$ cat src/hw/adc_trig_consts.svh
// Constants for the conversion trigger control: fields, resets,
// trigger codes and timing counts. Assumes a 40 MHz system clock.
`ifndef ADC_TRIG_CONSTS_SVH
`define ADC_TRIG_CONSTS_SVH

// Register field layout and reset value
`define TRIG_SEL_MSB        4
`define TRIG_SEL_RESET      8'h00

// Trigger select codes
`define TRIG_CODE_OFF       5'h00
`define TRIG_CODE_FIRST     5'h01
`define TRIG_CODE_LAST      5'h18
`define TRIG_CODE_RD_ERR    5'h1c
`define TRIG_CODE_RD_RESH   5'h1d
`define TRIG_CODE_RD_CHAN   5'h1f
`define TRIG_SRC_COUNT      24

// Timing: clock period, extra start delay on the RC clock, conversion length
`define SYS_CLK_PERIOD_NS   25
`define RC_START_DELAY_NS   100
`define RC_START_CYCLES     ((`RC_START_DELAY_NS + `SYS_CLK_PERIOD_NS - 1) \
                             / `SYS_CLK_PERIOD_NS)
`define CONV_CYCLES         11

`endif

$ cat src/hw/adc_trig_pkg.sv
// Types shared by both ends of the conversion trigger link.
// Assumes the constants header is compiled alongside.
package adc_trig_pkg;

  // Conversion sequencer states, one-hot
  typedef enum logic [2:0] {
    ST_IDLE    = 3'b001,
    ST_DELAY   = 3'b010,
    ST_CONVERT = 3'b100
  } conv_state_t;

  typedef logic [4:0] trig_code_t;

endpackage

$ cat src/hw/adc_trig_if.sv
// Link between the trigger control and its software/peripheral side.
// Assumes one system clock and a synchronous active-high reset.
`timescale 1ns/1ps

interface adc_trig_if (
  input wire logic clk,
  input wire logic rst
);
  logic [23:0] trig_src;      // Peripheral trigger levels, code-1 indexed
  logic        rd_err_pulse;  // Software read of error result register
  logic        rd_resh_pulse; // Software read of result high byte
  logic        rd_chan_pulse; // Software read of channel select register
  logic        sel_wr;        // Write strobe for trigger select
  logic [7:0]  sel_wdata;
  logic        go_set;        // Software sets conversion_go
  logic        go_clr;        // Software clears conversion_go (abort)
  logic        done_clr;      // Software clears conversion_done_flag
  logic        module_on;
  logic        rc_clk_sel;    // Conversion clock is dedicated_rc_clock
  logic        cont_mode;     // continuous_convert
  logic        in_sleep;
  logic [7:0]  sel_rdata;
  logic        conversion_go;
  logic        conversion_done_flag;
  logic        busy;
  logic        pending;

  modport device (
    input  clk, rst, trig_src, rd_err_pulse, rd_resh_pulse, rd_chan_pulse,
           sel_wr, sel_wdata, go_set, go_clr, done_clr, module_on,
           rc_clk_sel, cont_mode, in_sleep,
    output sel_rdata, conversion_go, conversion_done_flag, busy, pending
  );

  modport host (
    input  clk, rst, sel_rdata, conversion_go, conversion_done_flag, busy,
           pending,
    output trig_src, rd_err_pulse, rd_resh_pulse, rd_chan_pulse, sel_wr,
           sel_wdata, go_set, go_clr, done_clr, module_on, rc_clk_sel,
           cont_mode, in_sleep
  );
endinterface

$ cat src/hw/adc_trig_ctrl.sv
// Device end: start-of-conversion control with auto-trigger selection.
// Assumes the link interface carries software and peripheral signals on
// the system clock; the analog conversion is modelled as a fixed count.
//
// What this block does
// - In Sleep with RC clock, convert, flag done.
// - Sleep on other clock: hold pending until wake.
// - Rising edge of selected source sets go.
// - Source chosen by five-bit select field.
// - Code zero disables; code one selects pin.
// - Codes two to eight pick timer events.
// - Codes nine to 0x18 pick other peripherals.
// - Codes 0x1c/1d/1f fire on register reads.
// - Software avoids reserved trigger codes.
// - Software keeps trigger rate within timing.
// - Software configures and enables before setting go.
// - Zero acquisition setting: software waits first.
// - Completion visible in go and done flag.
// - Software clears done flag after result read.
// - Acquisition must finish after channel change.
// - Done flag set after every conversion.
// - Go cleared at completion unless continuous.
// - RC clock adds one instruction-cycle start delay.
`timescale 1ns/1ps
`include "adc_trig_consts.svh"

module adc_trig_ctrl #(
  parameter int CONV_LEN  = `CONV_CYCLES,
  parameter int RC_DELAY  = `RC_START_CYCLES
) (
  // Link to software and peripherals
  adc_trig_if.device            link,
  // Observation
  output logic                  o_conv_start,
  output adc_trig_pkg::conv_state_t o_state
);
  import adc_trig_pkg::*;

  localparam int CW = 8;

  ////////////////////////////////////////////////////////////////////////
  // Registers
  logic [`TRIG_SEL_MSB:0]  sel_reg;
  logic [23:0]             sync1_reg;
  logic [23:0]             sync2_reg;
  logic                    src_prev_reg;
  logic                    go_reg;
  logic                    go_next;
  logic                    done_reg;
  logic                    done_next;
  logic [CW-1:0]           cnt_reg;
  logic [CW-1:0]           cnt_next;
  conv_state_t             state_reg;
  conv_state_t             state_next;

  ////////////////////////////////////////////////////////////////////////
  // Trigger select register; upper bits read as zero
  always_ff @(posedge link.clk) begin
    if (link.rst) begin
      sel_reg <= 5'(`TRIG_SEL_RESET); // Only the kept field resets
    end else if (link.sel_wr) begin
      sel_reg <= link.sel_wdata[`TRIG_SEL_MSB:0];
    end
  end

  assign link.sel_rdata = {3'h0, sel_reg};

  ////////////////////////////////////////////////////////////////////////
  // Two-stage synchroniser per source; first stage feeds only the second
  genvar g;
  generate
    for (g = 0; g < `TRIG_SRC_COUNT; g = g + 1) begin : g_sync
      always_ff @(posedge link.clk) begin
        if (link.rst) begin
          sync1_reg[g] <= 1'b0;
          sync2_reg[g] <= 1'b0;
        end else begin
          sync1_reg[g] <= link.trig_src[g];
          sync2_reg[g] <= sync1_reg[g];
        end
      end
    end
  endgenerate

  ////////////////////////////////////////////////////////////////////////
  // Source selection: codes 1..0x18 index the synchronised levels
  wire        sel_is_src  = (sel_reg >= `TRIG_CODE_FIRST) &&
                            (sel_reg <= `TRIG_CODE_LAST);
  wire [4:0]  src_index   = sel_reg - 5'h01;
  wire        src_level   = sel_is_src & sync2_reg[src_index];
  wire        src_rise    = src_level & ~src_prev_reg;

  // Register-read triggers come from same-clock logic; no sync needed
  wire        rd_fire = ((sel_reg == `TRIG_CODE_RD_ERR)  & link.rd_err_pulse)
                      | ((sel_reg == `TRIG_CODE_RD_RESH) & link.rd_resh_pulse)
                      | ((sel_reg == `TRIG_CODE_RD_CHAN) & link.rd_chan_pulse);
  wire        trig_fire = src_rise | rd_fire;

  always_ff @(posedge link.clk) begin
    if (link.rst) begin
      src_prev_reg <= 1'b0;
    end else begin
      src_prev_reg <= src_level;
    end
  end

  ////////////////////////////////////////////////////////////////////////
  // Start and completion decode
  // A sleeping device on the system clock cannot convert, so go stays set
  // and the request waits as pending until Sleep ends.
  wire can_run   = link.module_on & (~link.in_sleep | link.rc_clk_sel);
  wire in_idle   = (state_reg == ST_IDLE);
  wire start     = in_idle & go_reg & can_run;
  wire finish    = (state_reg == ST_CONVERT) && (cnt_reg == 8'h00);
  wire abort     = ~in_idle & (~go_reg | ~link.module_on);

  assign link.pending = in_idle & go_reg & link.module_on &
                        link.in_sleep & ~link.rc_clk_sel;

  ////////////////////////////////////////////////////////////////////////
  // Go bit: any set beats the completion clear
  always_comb begin
    go_next = go_reg;
    if (link.go_clr | (finish & ~link.cont_mode)) begin
      go_next = 1'b0;
    end
    if (link.go_set | trig_fire) begin
      go_next = 1'b1;
    end
  end

  // Done flag: set on every completion, set wins over software clear
  always_comb begin
    done_next = done_reg;
    if (link.done_clr) begin
      done_next = 1'b0;
    end
    if (finish) begin
      done_next = 1'b1;
    end
  end

  always_ff @(posedge link.clk) begin
    if (link.rst) begin
      go_reg   <= 1'b0;
      done_reg <= 1'b0;
    end else begin
      go_reg   <= go_next;
      done_reg <= done_next;
    end
  end

  assign link.conversion_go        = go_reg;
  assign link.conversion_done_flag = done_reg;

  ////////////////////////////////////////////////////////////////////////
  // Sequencer: optional RC start delay, then fixed conversion count
  always_comb begin
    state_next = state_reg;
    cnt_next   = cnt_reg;
    case (state_reg)
      ST_IDLE: begin
        if (start && link.rc_clk_sel) begin
          state_next = ST_DELAY;
          cnt_next   = CW'(RC_DELAY - 1);
        end else if (start) begin
          state_next = ST_CONVERT;
          cnt_next   = CW'(CONV_LEN - 1);
        end
      end
      ST_DELAY: begin
        if (abort) begin
          state_next = ST_IDLE;
        end else if (cnt_reg == 8'h00) begin
          state_next = ST_CONVERT;
          cnt_next   = CW'(CONV_LEN - 1);
        end else begin
          cnt_next = cnt_reg - 8'h01;
        end
      end
      ST_CONVERT: begin
        if (abort || finish) begin
          state_next = ST_IDLE;
        end else begin
          cnt_next = cnt_reg - 8'h01;
        end
      end
      default: begin
        state_next = ST_IDLE;
        cnt_next   = 8'h00;
      end
    endcase
  end

  always_ff @(posedge link.clk) begin
    if (link.rst) begin
      state_reg <= ST_IDLE;
      cnt_reg   <= 8'h00;
    end else begin
      state_reg <= state_next;
      cnt_reg   <= cnt_next;
    end
  end

  // Continuous mode returns to idle with go still set, so it restarts
  assign link.busy    = ~in_idle;
  assign o_conv_start = start;
  assign o_state      = state_reg;

endmodule // adc_trig_ctrl

$ cat src/flat_wrapper.sv
// flat-port wrapper written by rule: the top's interface ports become plain ports
module adc_trig_ctrl_flat import adc_trig_pkg::*;
#(
  parameter int CONV_LEN  = `CONV_CYCLES,
  parameter int RC_DELAY  = `RC_START_CYCLES
)
  (o_conv_start, o_state, clk, rst, link_trig_src, link_rd_err_pulse, link_rd_resh_pulse, link_rd_chan_pulse, link_sel_wr, link_sel_wdata, link_go_set, link_go_clr, link_done_clr, link_module_on, link_rc_clk_sel, link_cont_mode, link_in_sleep, link_sel_rdata, link_conversion_go, link_conversion_done_flag, link_busy, link_pending);
  adc_trig_if link_i (.clk(clk), .rst(rst));
  output logic o_conv_start;
  output adc_trig_pkg::conv_state_t o_state;
  input wire logic clk;
  input wire logic rst;
  input wire logic [$bits(link_i.trig_src)-1:0] link_trig_src;
  input wire logic [$bits(link_i.rd_err_pulse)-1:0] link_rd_err_pulse;
  input wire logic [$bits(link_i.rd_resh_pulse)-1:0] link_rd_resh_pulse;
  input wire logic [$bits(link_i.rd_chan_pulse)-1:0] link_rd_chan_pulse;
  input wire logic [$bits(link_i.sel_wr)-1:0] link_sel_wr;
  input wire logic [$bits(link_i.sel_wdata)-1:0] link_sel_wdata;
  input wire logic [$bits(link_i.go_set)-1:0] link_go_set;
  input wire logic [$bits(link_i.go_clr)-1:0] link_go_clr;
  input wire logic [$bits(link_i.done_clr)-1:0] link_done_clr;
  input wire logic [$bits(link_i.module_on)-1:0] link_module_on;
  input wire logic [$bits(link_i.rc_clk_sel)-1:0] link_rc_clk_sel;
  input wire logic [$bits(link_i.cont_mode)-1:0] link_cont_mode;
  input wire logic [$bits(link_i.in_sleep)-1:0] link_in_sleep;
  output wire logic [$bits(link_i.sel_rdata)-1:0] link_sel_rdata;
  output wire logic [$bits(link_i.conversion_go)-1:0] link_conversion_go;
  output wire logic [$bits(link_i.conversion_done_flag)-1:0] link_conversion_done_flag;
  output wire logic [$bits(link_i.busy)-1:0] link_busy;
  output wire logic [$bits(link_i.pending)-1:0] link_pending;
  assign link_i.trig_src = link_trig_src;
  assign link_i.rd_err_pulse = link_rd_err_pulse;
  assign link_i.rd_resh_pulse = link_rd_resh_pulse;
  assign link_i.rd_chan_pulse = link_rd_chan_pulse;
  assign link_i.sel_wr = link_sel_wr;
  assign link_i.sel_wdata = link_sel_wdata;
  assign link_i.go_set = link_go_set;
  assign link_i.go_clr = link_go_clr;
  assign link_i.done_clr = link_done_clr;
  assign link_i.module_on = link_module_on;
  assign link_i.rc_clk_sel = link_rc_clk_sel;
  assign link_i.cont_mode = link_cont_mode;
  assign link_i.in_sleep = link_in_sleep;
  assign link_sel_rdata = link_i.sel_rdata;
  assign link_conversion_go = link_i.conversion_go;
  assign link_conversion_done_flag = link_i.conversion_done_flag;
  assign link_busy = link_i.busy;
  assign link_pending = link_i.pending;
  adc_trig_ctrl #(.CONV_LEN(CONV_LEN), .RC_DELAY(RC_DELAY)) u_core (.link(link_i), .o_conv_start(o_conv_start), .o_state(o_state));
endmodule
$ cat config.mk
export PLATFORM = sky130hd
export DESIGN_NAME = adc_trig_ctrl_flat
export DESIGN_NICKNAME = d
export VERILOG_FILES = /design/src/hw/adc_trig_pkg.sv /design/src/hw/adc_trig_if.sv /design/src/hw/adc_trig_ctrl.sv /design/src/flat_wrapper.sv
export VERILOG_INCLUDE_DIRS = /design/src /design/src/hw
export SDC_FILE = /design/constraint.sdc
export NUM_CORES = 1
export LEC_CHECK = 0
export BUFFER_PORTS_ARGS = -buffer_cell sky130_fd_sc_hd__buf_2
export CAP_MARGIN = 30
export CORE_ASPECT_RATIO = 2
export CORE_UTILIZATION = 31
export CTS_CLUSTER_SIZE = 20
export DETAILED_ROUTE_END_ITERATION = 8
export PLACE_DENSITY = 0.57
export SETUP_SLACK_MARGIN = 0.02
export SLEW_MARGIN = 20
export SYNTH_ARGS = -nofsm -noshare
export SYNTH_HDL_FRONTEND = slang
export SYNTH_SLANG_ARGS = --single-unit
export TNS_END_PERCENT = 1
$ cat constraint.sdc
create_clock -name clk -period 2.05 [get_ports clk]
set_clock_uncertainty 0.05 [all_clocks]
set_input_delay 0.1025 -clock clk [delete_from_list [all_inputs] [get_ports clk]]
set_output_delay 0.1025 -clock clk [all_outputs]
set_load 0.05 [all_outputs]
Yosys cells after proc, flatten, opt, wreduce, memory -nomap -nowiden
Index checks and enable logic that the tools add are counted.
W data, S select, Z words.
{ "classes": {"shift": 0, "mux": 18, "mul": 0, "n_reduce_logical": 9, "div": 0, "n_lt_le_gt_ge": 3, "n_addsub": 2, "n_eq_ne": 11, "bitwise": 27} }
{ "ops": {"columns": ["op", "n"], "rows": [
  ["$mux W8", 5],
  ["$pmux W8 S3", 1],
  ["$eq A5 B5 Y1 const B", 3],
  ["$mux W3", 5],
  ["$and A1 B1 Y1", 13],
  ["$pmux W3 S3", 1],
  ["$logic_not A8 Y1", 1],
  ["$sub A8 B1 Y8 const B", 1],
  ["$not A1 Y1", 7],
  ["$or A1 B1 Y1", 7],
  ["$lt A5 B6 Y1 const B", 1],
  ["$ne A2 B2 Y1 const B", 3],
  ["$reduce_and A3 Y1", 2],
  ["$bmux W1 S5", 1],
  ["$ge A5 B1 Y1 const B", 1],
  ["$le A5 B5 Y1 const B", 1],
  ["$mux W1", 5],
  ["$sub A5 B1 Y5 const B", 1],
  ["$reduce_bool A2 Y1", 2],
  ["$eq A3 B1 Y1 const B", 1],
  ["$eq A3 B2 Y1 const B", 1],
  ["$eq A3 B3 Y1 const B", 1],
  ["$logic_and A1 B1 Y1", 3],
  ["$ne A3 B1 Y1 const B", 1],
  ["other kinds (2)", 2]
]} }
{ "word_totals": {"latchBits": 0, "out_inout_bits": 16, "memories": 0, "wordCells": 124, "regBits": 67, "input_bits": 45, "mem_bits_ro": 0, "ram_bits": 0} }

Longest topological paths before layout
Gate-level depths: netlist (run 1).
{ "depth": {"ltp_word": 8, "depth_mapped": 8, "depth_no_buf": 7} }

Least setup slack after synthesis (run 1)
No wires, ideal clock.
{ "synth_timing": {"kind": "register to register", "from": "register u_core.state_reg[2], in the netlist u_core.o_state[2]", "to": "register u_core.cnt_reg[2]", "required_ps": 1930, "path_stages_with_launch": 8, "path_buffers": 1, "arrival_time_ps": 2331, "slack_ps": -401, "setup_ps": 70, "path_cell_list": "dfxtp_1 clkbuf_1 nor3b_1 inv_1 a21oi_1 a211o_1 or3_2 a21oi_1"} }
{ "synth_between": {"elab_chain_len": 6} }
{ "synth_lines": {"columns": ["element", "line_no", "text"], "rows": [
  ["start, declared", "adc_trig_ctrl.sv:53", "conv_state_t state_reg;"],
  ["start signal, assigned", "adc_trig_ctrl.sv:200", "state_reg <= state_next;"],
  ["$eq A3 B1 Y1 *", "adc_trig_ctrl.sv:112", "wire in_idle = (state_reg == ST_IDLE);"],
  ["$not A1 Y1 *", null, null],
  ["via link_busy", "flat_wrapper.sv:29", "output wire logic [$bits(link_i.busy)-1:0] link_busy;"],
  ["$and A1 B1 Y1 *", "adc_trig_ctrl.sv:115", "wire abort = ~in_idle & (~go_reg | ~link.module_on);"],
  ["$logic_or A1 B1 Y1", "adc_trig_ctrl.sv:182", "if (abort || finish) begin"],
  ["$ne A2 B2 Y1 (no line)", null, null],
  ["$reduce_and A3 Y1 (no line) *", null, null],
  ["end signal, assigned", "adc_trig_ctrl.sv:201", "cnt_reg <= cnt_next;"],
  ["end, declared", "adc_trig_ctrl.sv:51", "logic [CW-1:0] cnt_reg;"]
]} }
Mark *: on every way through the listed nets, which the timed path passes. The rest lies on a longest branch.
A chain may end at the register's enable or synchronous reset.

Worst setup path in the final report (run 1)
{ "layout_timing": {"from": "register u_core.cnt_reg[0]", "to": "register u_core.state_reg[2], in the netlist u_core.o_state[2]"} }
{ "layout_between": {"elab_chain_len": 5} }
{ "layout_lines": {"columns": ["element", "line_no", "text"], "rows": [
  ["$logic_not A8 Y1 *", "adc_trig_ctrl.sv:114, adc_trig_ctrl.sv:174", null],
  ["$logic_and A1 B1 Y1", "adc_trig_ctrl.sv:114", "wire finish = (state_reg == ST_CONVERT) && (cnt_reg == 8'h00);"],
  ["$logic_or A1 B1 Y1", "adc_trig_ctrl.sv:182", null],
  ["$ne A2 B2 Y1 (no line)", null, null],
  ["$reduce_and A3 Y1 (no line) *", null, null]
]} }
Every way passes the cells marked *; elsewhere a longest branch is shown, timed or not.

==> flow_metrics.tcl, run 1 <==
set metrics [dict create \
    fin_area_sq_um 3800 \
    vias 2143 \
    leakage_nw 1.64 \
    n_fill_cell 818 \
    synth_most_common_cell "dfxtp_1" \
    core-area_sq_um 8290 \
    port_buffers 54 \
    antenna_left 0 \
    clock_latency_ns 0.32 \
    maxSlewHeadroom 0.659 \
    drive_above_1_share 0.320 \
    final-instance-count-excl-fill 470 \
    grt_pass1_wl_microns 9260 \
    grt_pass1_vias 2101 \
    clock-root-buffer "clkbuf_16" \
    drtIter0Drc 76 \
    cp.arrival_ns 2.23 \
    post_dp_cell_area_sq_um 3140 \
    fin_crit_sh 0.989 \
    ys_types 44 \
    cap_violations 0 \
    post-route-drc-count 0 \
    grt_start_max_net_pins 56 \
    clock.fmax_ghz 0.493 \
    slowest_stage "or3b_4" \
    syn_avg_cell_area_sq_um 10.0 \
    die_area_sq_um 8980 \
    ys.flop_type "dfxtp_1" \
    peakVddDrop_mv 0.545 \
    worst_slew_pin_slew_ns 0.511 \
    dp_hpwl_microns 4110 \
    startpoint_type "flop" \
    finalSetupViolCount 0 \
    rows 47 \
    synth_top_area_share 0.504 \
    syn-cell-area_sq_um 2660 \
    synth-seq-area-share 0.504 \
    clk_path_buf_depth 2 \
    outcome "finished clean" \
    start_util 0.321 \
    ys_top_cells_by_count "dfxtp_1, nor2b_1, nor2_1" \
    syn_to_final_growth_pct 42.9 \
    hold_path.class "primary input to flop" \
    finalHoldViolCount 0 \
    overflow 0 \
    place.gp.congestion 0.847 \
    cts_made_buffers 9 \
    cpPeakStageDelay_ns 0.38 \
    drt-wirelength-per-cell_microns 12.1 \
    nets 419 \
    cts_tree "done" \
    die_y_microns 133 \
    grt_antenna_before_repair 0 \
    ioPinCount 61 \
    r2r_slack_ns 0.02 \
    fin_util 0.459 \
    grt_usage 0.142 \
    synth-edff-count 0 \
    clock-sinks 67 \
    synthCells 266 \
    antennaDiodeCount 0 \
    cp_max_fo 3 \
    synth-warning-count 0 \
    h-tree-depth 3 \
    post-route-min-period_ns 2.03 \
    cp.required_ns 2.25 \
    vias_per_cell 4.56 \
    drt_pre_antenna_iters 4 \
    power.density_nw_per_um2 1020 \
    synth_area_leaders "dfxtp_1, nor2b_1, mux4_2" \
    dpl.cell_count 422 \
    clk_pin_slew_worst_paths_ns 0.05 \
    rsz0062_at_grt "yes" \
    yosys.area.top_type "dfxtp_1" \
    ys_async_sr_fraction 0 \
    die_x_microns 67.5 \
    end_kind "flop" \
    path_class "flop to flop" \
    worstPathCellList "inv_2 > ha_4 > or3b_4 > or2_4 > buf_6 > o32a_4 > o22a_1 > nor3_2" \
    final_max_slew_viol_count 0 \
    ys_seq_elements 67 \
    drt_wl_total_microns 5690 \
]
==> per-layer routing <==
metal | global-route usage | wire (microns)
met3 | 0.0457 | 157
met2 | 0.255 | 3240
met5 | 0 | 0
met1 | 0.126 | 2090
met4 | 0.0910 | 194
==> kinds of logic after synthesis <==
group / count (synthesis) / synth area share
AND/OR/NAND/NOR: 111 / 0.237
multiplexers: 15 / 0.0847
buffers and inverters: 23 / 0.0376
XOR/XNOR: 3 / 0.00988
AO/OA/AOI/OAI: 40 / 0.0969
flip-flops: 67 / 0.504
adder cells (fa/ha/maj): 6 / 0.0282
other: 1 / 0.00141
==> critical path, delay by kind of cell, from the launching register on <==
kind | cells | cell delay, ns
DFF | 1 | 0.32
AOI/OAI and AO/OA | 2 | 0.47
buffers and inverters | 2 | 0.20
and+or+nand+nor | 3 | 0.81
adders and majority gates | 1 | 0.12
==> report_power, final <==
part | switching, mW | leakage, nW | internal (mW)
sequential | 0.0513 | 0.556 | 1.40
clock | 0.524 | 0.142 | 0.966
combinational | 0.470 | 0.938 | 0.464
==> metrics by stage <==
stage	hold WS, ns	TNS, ns	setup slack (ns)	power [mW]
after global routing	0.0553	-0.148	-0.0710	4.10
final	0.0334	0	0.0232	3.88
after global placement	0.263	-0.0130	-0.0130	2.29
after floorplan	0.181	-0.0369	-0.0369	2.02
after detailed placement	0.265	-0.0643	-0.0391	2.30
after CTS	0.0176	-0.0256	-0.0182	3.87
==> cell usage in the layout, fill, tap and decap left out, drive strengths merged, types with 8 or more instances in the layout <==
master,instances
a21oi,12
clkbuf,11
nand2,10
buf,74
dfxtp,67
nor2,18
o21ai,10
inv,8
mux2i,9
dlygate4sd3,30
nor2b,50
==> what timing repair did <==
| item | 4_1_cts | 5_1_grt |
|---|---|---|
| resized for setup | 2 | 12 |
| endpoints found under the setup margin | 3 | 11 |
| endpoints found under the hold margin | 30 | 0 |
| hold buffers | 30 | 0 |
| pin swaps | 1 | 6 |
| buffers inserted | 1 | 2 |
==> layout make-up <==
class / count / area, sq um / area share
well taps: 98 / 123 / 0.0322
multi-input cells: 178 / 1280 / 0.336
inverters: 8 / 30.0 / 0.00790
repair buffers: 104 / 724 / 0.191
clock buffers: 11 / 243 / 0.0638
clock inverters: 4 / 51.3 / 0.0135
flip-flops and latches: 67 / 1350 / 0.356
==> final timing paths <==
kind / start / end / cells past startpoint
setup / recovery: u_core.cnt_reg[0]$_SDFFE_PP0P_ / u_core.o_state[2]$_SDFFE_PP0P_ / 8
hold / removal: link_done_clr / u_core.link.conversion_done_flag$_SDFFE_PP0P_ / 4
setup reg to reg: u_core.cnt_reg[0]$_SDFFE_PP0P_ / u_core.o_state[2]$_SDFFE_PP0P_ / 8
hold reg to reg: u_core.src_prev_reg$_SDFF_PP0_ / u_core.link.conversion_go$_SDFFE_PP0P_ / 1
(Power assumes the default switching activity.)
==> run 2, diff against run 1 <==
--- a/config.mk
+++ b/config.mk
@@ -8,11 +8,13 @@
 export LEC_CHECK = 0
 export BUFFER_PORTS_ARGS = -buffer_cell sky130_fd_sc_hd__buf_2
 export CAP_MARGIN = 30
-export CORE_ASPECT_RATIO = 2
+export CORE_ASPECT_RATIO = 1.5
 export CORE_UTILIZATION = 31
+export CTS_CLUSTER_DIAMETER = 200
 export CTS_CLUSTER_SIZE = 20
 export DETAILED_ROUTE_END_ITERATION = 8
 export PLACE_DENSITY = 0.57
+export REMOVE_ABC_BUFFERS = 1
 export SETUP_SLACK_MARGIN = 0.02
 export SLEW_MARGIN = 20
 export SYNTH_ARGS = -nofsm -noshare
==> run 2 against run 1 <==
Against the previous run: non-clock buffer count grew 8; global-route usage shrank 0.67 points; sequential share of layout area shrank 0.87 points; total power grew 6.0%; maximum frequency shrank 0.67%; combinational power is essentially flat; hold slack lost 0.0020 ns; die area shrank 0.16%; via count grew 2.3%; flip-flop and latch count is the same; largest power group unchanged; worst setup slack lost 0.014 ns; core utilization grew 0.45 points.
==> flow_metrics.tcl, run 2 (synthesis results as in run 1) <==
set metrics [dict create \
    startpoint_type "flop" \
    worstPathCellList "inv_2 > ha_1 > or3b_4 > or2_4 > buf_4 > o32a_2 > o22a_1 > nor3_1" \
    cap_violations 0 \
    drtIter0Drc 50 \
    drive_above_1_share 0.307 \
    finalSetupViolCount 0 \
    die_y_microns 115 \
    grt_usage 0.135 \
    clock_latency_ns 0.32 \
    vias 2193 \
    start_util 0.318 \
    dpl.cell_count 440 \
    grt_pass1_vias 2181 \
    power.clock.fraction 0.420 \
    nets 427 \
    core-area_sq_um 8360 \
    r2r_slack_ns 0.009 \
    leakage_nw 1.69 \
    peakVddDrop_mv 0.677 \
    swShare 0.254 \
    drt_pre_antenna_iters 4 \
    place.gp.congestion 0.825 \
    setup_tns_ns 0 \
    syn_to_final_growth_pct 45.6 \
    cts_made_buffers 9 \
    cp_max_fo 3 \
    overflow 0 \
    final_common_cell "dfxtp_1" \
    die_x_microns 77.6 \
    clock.fmax_ghz 0.490 \
    drt_wl_total_microns 5560 \
    maxSlewHeadroom 0.592 \
    outcome "finished clean" \
    antennaDiodeCount 0 \
    clock-sinks 67 \
    h-tree-depth 3 \
    die_area_sq_um 8960 \
    dp_hpwl_microns 3910 \
    fin_crit_sh 0.995 \
    finalHoldViolCount 0 \
    power.density_nw_per_um2 1060 \
    fin_area_sq_um 3870 \
    ioPinCount 61 \
    clk_pin_slew_worst_paths_ns 0.06 \
    hold_path.class "primary input to flop" \
    drt-wirelength-per-cell_microns 11.4 \
    cpPeakStageDelay_ns 0.39 \
    final_max_slew_viol_count 0 \
    cp.arrival_ns 2.23 \
    grt_pass1_wl_microns 9270 \
    post-route-drc-count 0 \
    cp.required_ns 2.24 \
    cts_tree "done" \
    vias_per_cell 4.49 \
    port_buffers 54 \
    seq_power_share 0.353 \
    rsz0062_at_grt "yes" \
    p_int_mw 3.07 \
    grt_antenna_before_repair 0 \
    post_dp_cell_area_sq_um 3200 \
    grt_start_max_net_pins 34 \
    final-instance-count-excl-fill 488 \
    clk_path_buf_depth 2 \
    path_class "flop to flop" \
    antenna_left 0 \
    rows 41 \
    layout_common_cells "dfxtp_1, buf_2, nor2b_1, dlygate4sd3_1, buf_4" \
    p_comb_frac 0.227 \
    end_kind "flop" \
    post-route-min-period_ns 2.04 \
    slowest_stage "or3b_4" \
    worst_slew_pin_slew_ns 0.611 \
    clock-root-buffer "clkbuf_16" \
    power_switching_mw 1.04 \
]
run 2: cell types whose count changed in the layout (fill, tap and decap cells not counted), sizes merged:
cell and change:
bufinv +2, clkinvlp -1, inv +1, buf +8, clkbuf -1
run 2: per-stage QoR:
stage	setup slack (ns)	hold slack, ns	total power, mW	util
2_1_floorplan	-0.411	0.124	1.98	-
3_3_place_gp	-0.0681	0.261	2.32	0.382
3_5_place_dp	-0.143	0.264	2.33	0.382
4_1_cts	0.00947	0.0283	4.13	0.460
5_1_grt	-0.0613	0.0496	4.32	0.463
6_report	0.00949	0.0313	4.11	0.463
run 2: layer usage:
| layer | vias to the layer above | track usage | wire (microns) |
|---|---|---|---|
| met4 | 0 | 0.0881 | 139 |
| met2 | 42 | 0.258 | 3100 |
| met5 | - | 0 | 0 |
| li1 | 1124 | - | - |
| met1 | 1014 | 0.129 | 2180 |
| met3 | 13 | 0.0291 | 135 |
run 2: area by class of cell:
type                    instances  area, sq um
clock inverters                 6          113
well taps                     107          134
fillers                       766         4490
inverters                       8         30.0
repair buffers                112          785
multi-input cells             178         1240
clock buffers                  10          229
flip-flops and latches         67         1350
run 2: critical path: cells and delay by family, from the launching register on:
family / cells / cell delay, ns
adder cells (fa/ha/maj): 1 / 0.13
AO/OA/AOI/OAI: 2 / 0.52
AND/OR/NAND/NOR: 3 / 0.76
buffers and inverters: 2 / 0.19
flip-flops: 1 / 0.32
run 2: power groups by stage:
stage	logic [mW]	clock network [mW]	registers [mW]
after floorplan	0.451	0	1.53
after global placement	0.850	0	1.47
after detailed placement	0.856	0	1.47
after CTS	0.915	1.77	1.45
after global routing	1.02	1.83	1.46
final	0.931	1.73	1.45
run 2: final timing paths:
check                                                    start                                       endpoint  cells past startpoint
worst max-delay path            u_core.cnt_reg[0]$_SDFFE_PP0P_                 u_core.o_state[2]$_SDFFE_PP0P_                      8
worst min-delay path                             link_done_clr  u_core.link.conversion_done_flag$_SDFFE_PP0P_                      4
worst max register to register  u_core.cnt_reg[0]$_SDFFE_PP0P_                 u_core.o_state[2]$_SDFFE_PP0P_                      8
worst min register to register  u_core.sync1_reg[7]$_SDFF_PP0_                 u_core.sync2_reg[7]$_SDFF_PP0_                      1
run 2: what timing repair did:
item                                   in CTS  in global routing
setup endpoints to repair                   5                 10
resized for setup                           2                  7
pin swaps                                   2                  7
setup buffers                               0                  2
hold buffers                               30                  0
endpoints found under the hold margin      30                  0
==> run 3, diff against run 2 <==
--- a/config.mk
+++ b/config.mk
@@ -9,10 +9,12 @@
 export BUFFER_PORTS_ARGS = -buffer_cell sky130_fd_sc_hd__buf_2
 export CAP_MARGIN = 30
 export CORE_ASPECT_RATIO = 1.5
+export CORE_MARGIN = 5
 export CORE_UTILIZATION = 31
 export CTS_CLUSTER_DIAMETER = 200
 export CTS_CLUSTER_SIZE = 20
 export DETAILED_ROUTE_END_ITERATION = 8
+export GPL_TIMING_DRIVEN = 0
 export PLACE_DENSITY = 0.57
 export REMOVE_ABC_BUFFERS = 1
 export SETUP_SLACK_MARGIN = 0.02
==> run 3 against run 2 <==
Against the previous run: the run now ends with setup timing left; sequential power about the same; core utilization down 0.45 points; combinational power down 2.5%; global-route usage down 2.8 points; die area up 18%; worst setup slack worse by 0.11 ns; maximum frequency down 4.9%; non-clock buffer count down 17; routed wire length down 1.9%.
==> flow_metrics.tcl, run 3 (synthesis results as in run 1) <==
set metrics [dict create \
    outcome "finished, violations left" \
    violations "setup timing" \
    cpPeakStageDelay_ns 0.38 \
    start_util 0.316 \
    cts_tree "done" \
    seqCellArea_sq_um 1350 \
    h-tree-depth 3 \
    drt_pre_antenna_iters 4 \
    syn_to_final_growth_pct 45.1 \
    vias 2112 \
    place.gp.congestion 0.794 \
    drt-wirelength-per-cell_microns 11.6 \
    fin_crit_sh 1.05 \
    layout_common_cells "dfxtp_1, buf_2, nor2b_1, dlygate4sd3_1, nor2_1" \
    grt_usage 0.107 \
    final_common_cell "dfxtp_1" \
    crit_family "simple AND/OR/NAND/NOR gates" \
    final-instance-count-excl-fill 470 \
    post-route-drc-count 0 \
    drive_above_1_share 0.309 \
    power.density_nw_per_um2 1060 \
    antenna_left 0 \
    clk_pin_slew_worst_paths_ns 0.06 \
    clock.fmax_ghz 0.466 \
    cp.required_ns 2.18 \
    die_x_microns 85.6 \
    startpoint_type "flop" \
    clock-sinks 67 \
    overflow 0 \
    grt_start_max_net_pins 46 \
    clock_latency_ns 0.32 \
    grt_antenna_before_repair 0 \
    finalSetupViolCount 2 \
    cap_violations 0 \
    cp.arrival_ns 2.27 \
    antennaDiodeCount 0 \
    ioPinCount 61 \
    worst_slack_ns -0.0966 \
    grt_pass1_vias 2065 \
    die_area_sq_um 10600 \
    path_class "flop to flop" \
    drtIter0Drc 36 \
    final_max_slew_viol_count 0 \
    post-place-ws_ns -0.511 \
    core-area_sq_um 8410 \
    rsz0062_at_grt "yes" \
    leakage_nw 1.63 \
    port_buffers 54 \
    n_fill_cell 808 \
    clk_path_buf_depth 2 \
    cts_made_buffers 9 \
    p_total_mw 4.10 \
    finalHoldViolCount 0 \
    cp_max_fo 3 \
    post_dp_cell_area_sq_um 3020 \
    fin_area_sq_um 3860 \
    post-route-min-period_ns 2.15 \
    hold_slack_ns 0.0410 \
    grt_pass1_wl_microns 8920 \
    rows 41 \
    worstPathCellList "inv_4 > ha_4 > or3b_4 > or2_4 > or3_4 > a311oi_4 > o32ai_2" \
    clock-root-buffer "clkbuf_16" \
    nets 410 \
    peakVddDrop_mv 0.563 \
    multi_input_area_sq_um 1330 \
    hold_path.class "primary input to flop" \
    vias_per_cell 4.49 \
    slowest_stage "or3b_4" \
    dp_hpwl_microns 3730 \
    die_y_microns 123 \
    end_kind "flop" \
    dpl.cell_count 415 \
    drt_wl_total_microns 5450 \
    crit_buf_inv 1 \
]
run 3: through the flow:
stage | setup TNS, ns | utilization
after floorplan | -3.37 | -
after global placement | -1.63 | 0.357
after detailed placement | -1.90 | 0.359
after CTS | -0.0956 | 0.453
after global routing | -0.299 | 0.459
final | -0.107 | 0.459
run 3: report_power, final:
part	switching [mW]	total (mW)	internal (mW)
clock	0.536	1.72	1.18
combinational	0.441	0.908	0.467
sequential	0.0765	1.48	1.40
run 3: what timing repair did:
action / in CTS / in global routing
endpoints found under the setup margin: 11 / 8
pin swaps: 7 / 7
setup buffers: 9 / 1
resized for setup: 23 / 6
hold endpoints to repair: 30 / 0
hold buffers: 30 / 0
run 3: path summary, 6_finish.rpt:
| check | from | to | slack [ns] | depth (start not counted) |
|---|---|---|---|---|
| min reg2reg | u_core.sync1_reg[13]$_SDFF_PP0_ | u_core.sync2_reg[13]$_SDFF_PP0_ | 0.38 | 1 |
| max | u_core.cnt_reg[0]$_SDFFE_PP0P_ | u_core.link.conversion_go$_SDFFE_PP0P_ | -0.1 | 7 |
| min | link_done_clr | u_core.link.conversion_done_flag$_SDFFE_PP0P_ | 0.04 | 4 |
| max reg2reg | u_core.cnt_reg[0]$_SDFFE_PP0P_ | u_core.link.conversion_go$_SDFFE_PP0P_ | -0.1 | 7 |
run 3: tightest hold or removal path, stage by stage:
cell and delay [ns]:
buf_2 0.09, inv_1 0.04, a21oi_1 0.06, nor2_1 0.07
run 3: layout make-up:
class,count,area share
multi-input combinational,178,0.346
sequential,67,0.351
timing repair buffer,95,0.173
clock buffer,9,0.0584
clock inverter,6,0.0298
inverter,8,0.00843
tap,107,0.0347
run 3: per-layer routing:
layer  vias up  track usage  share of wire
met5         -            0              0
met4         0       0.0663          0.027
met3        13       0.0273          0.050
met2        54        0.195           0.53
met1       956        0.109           0.39
li1       1089            -              -
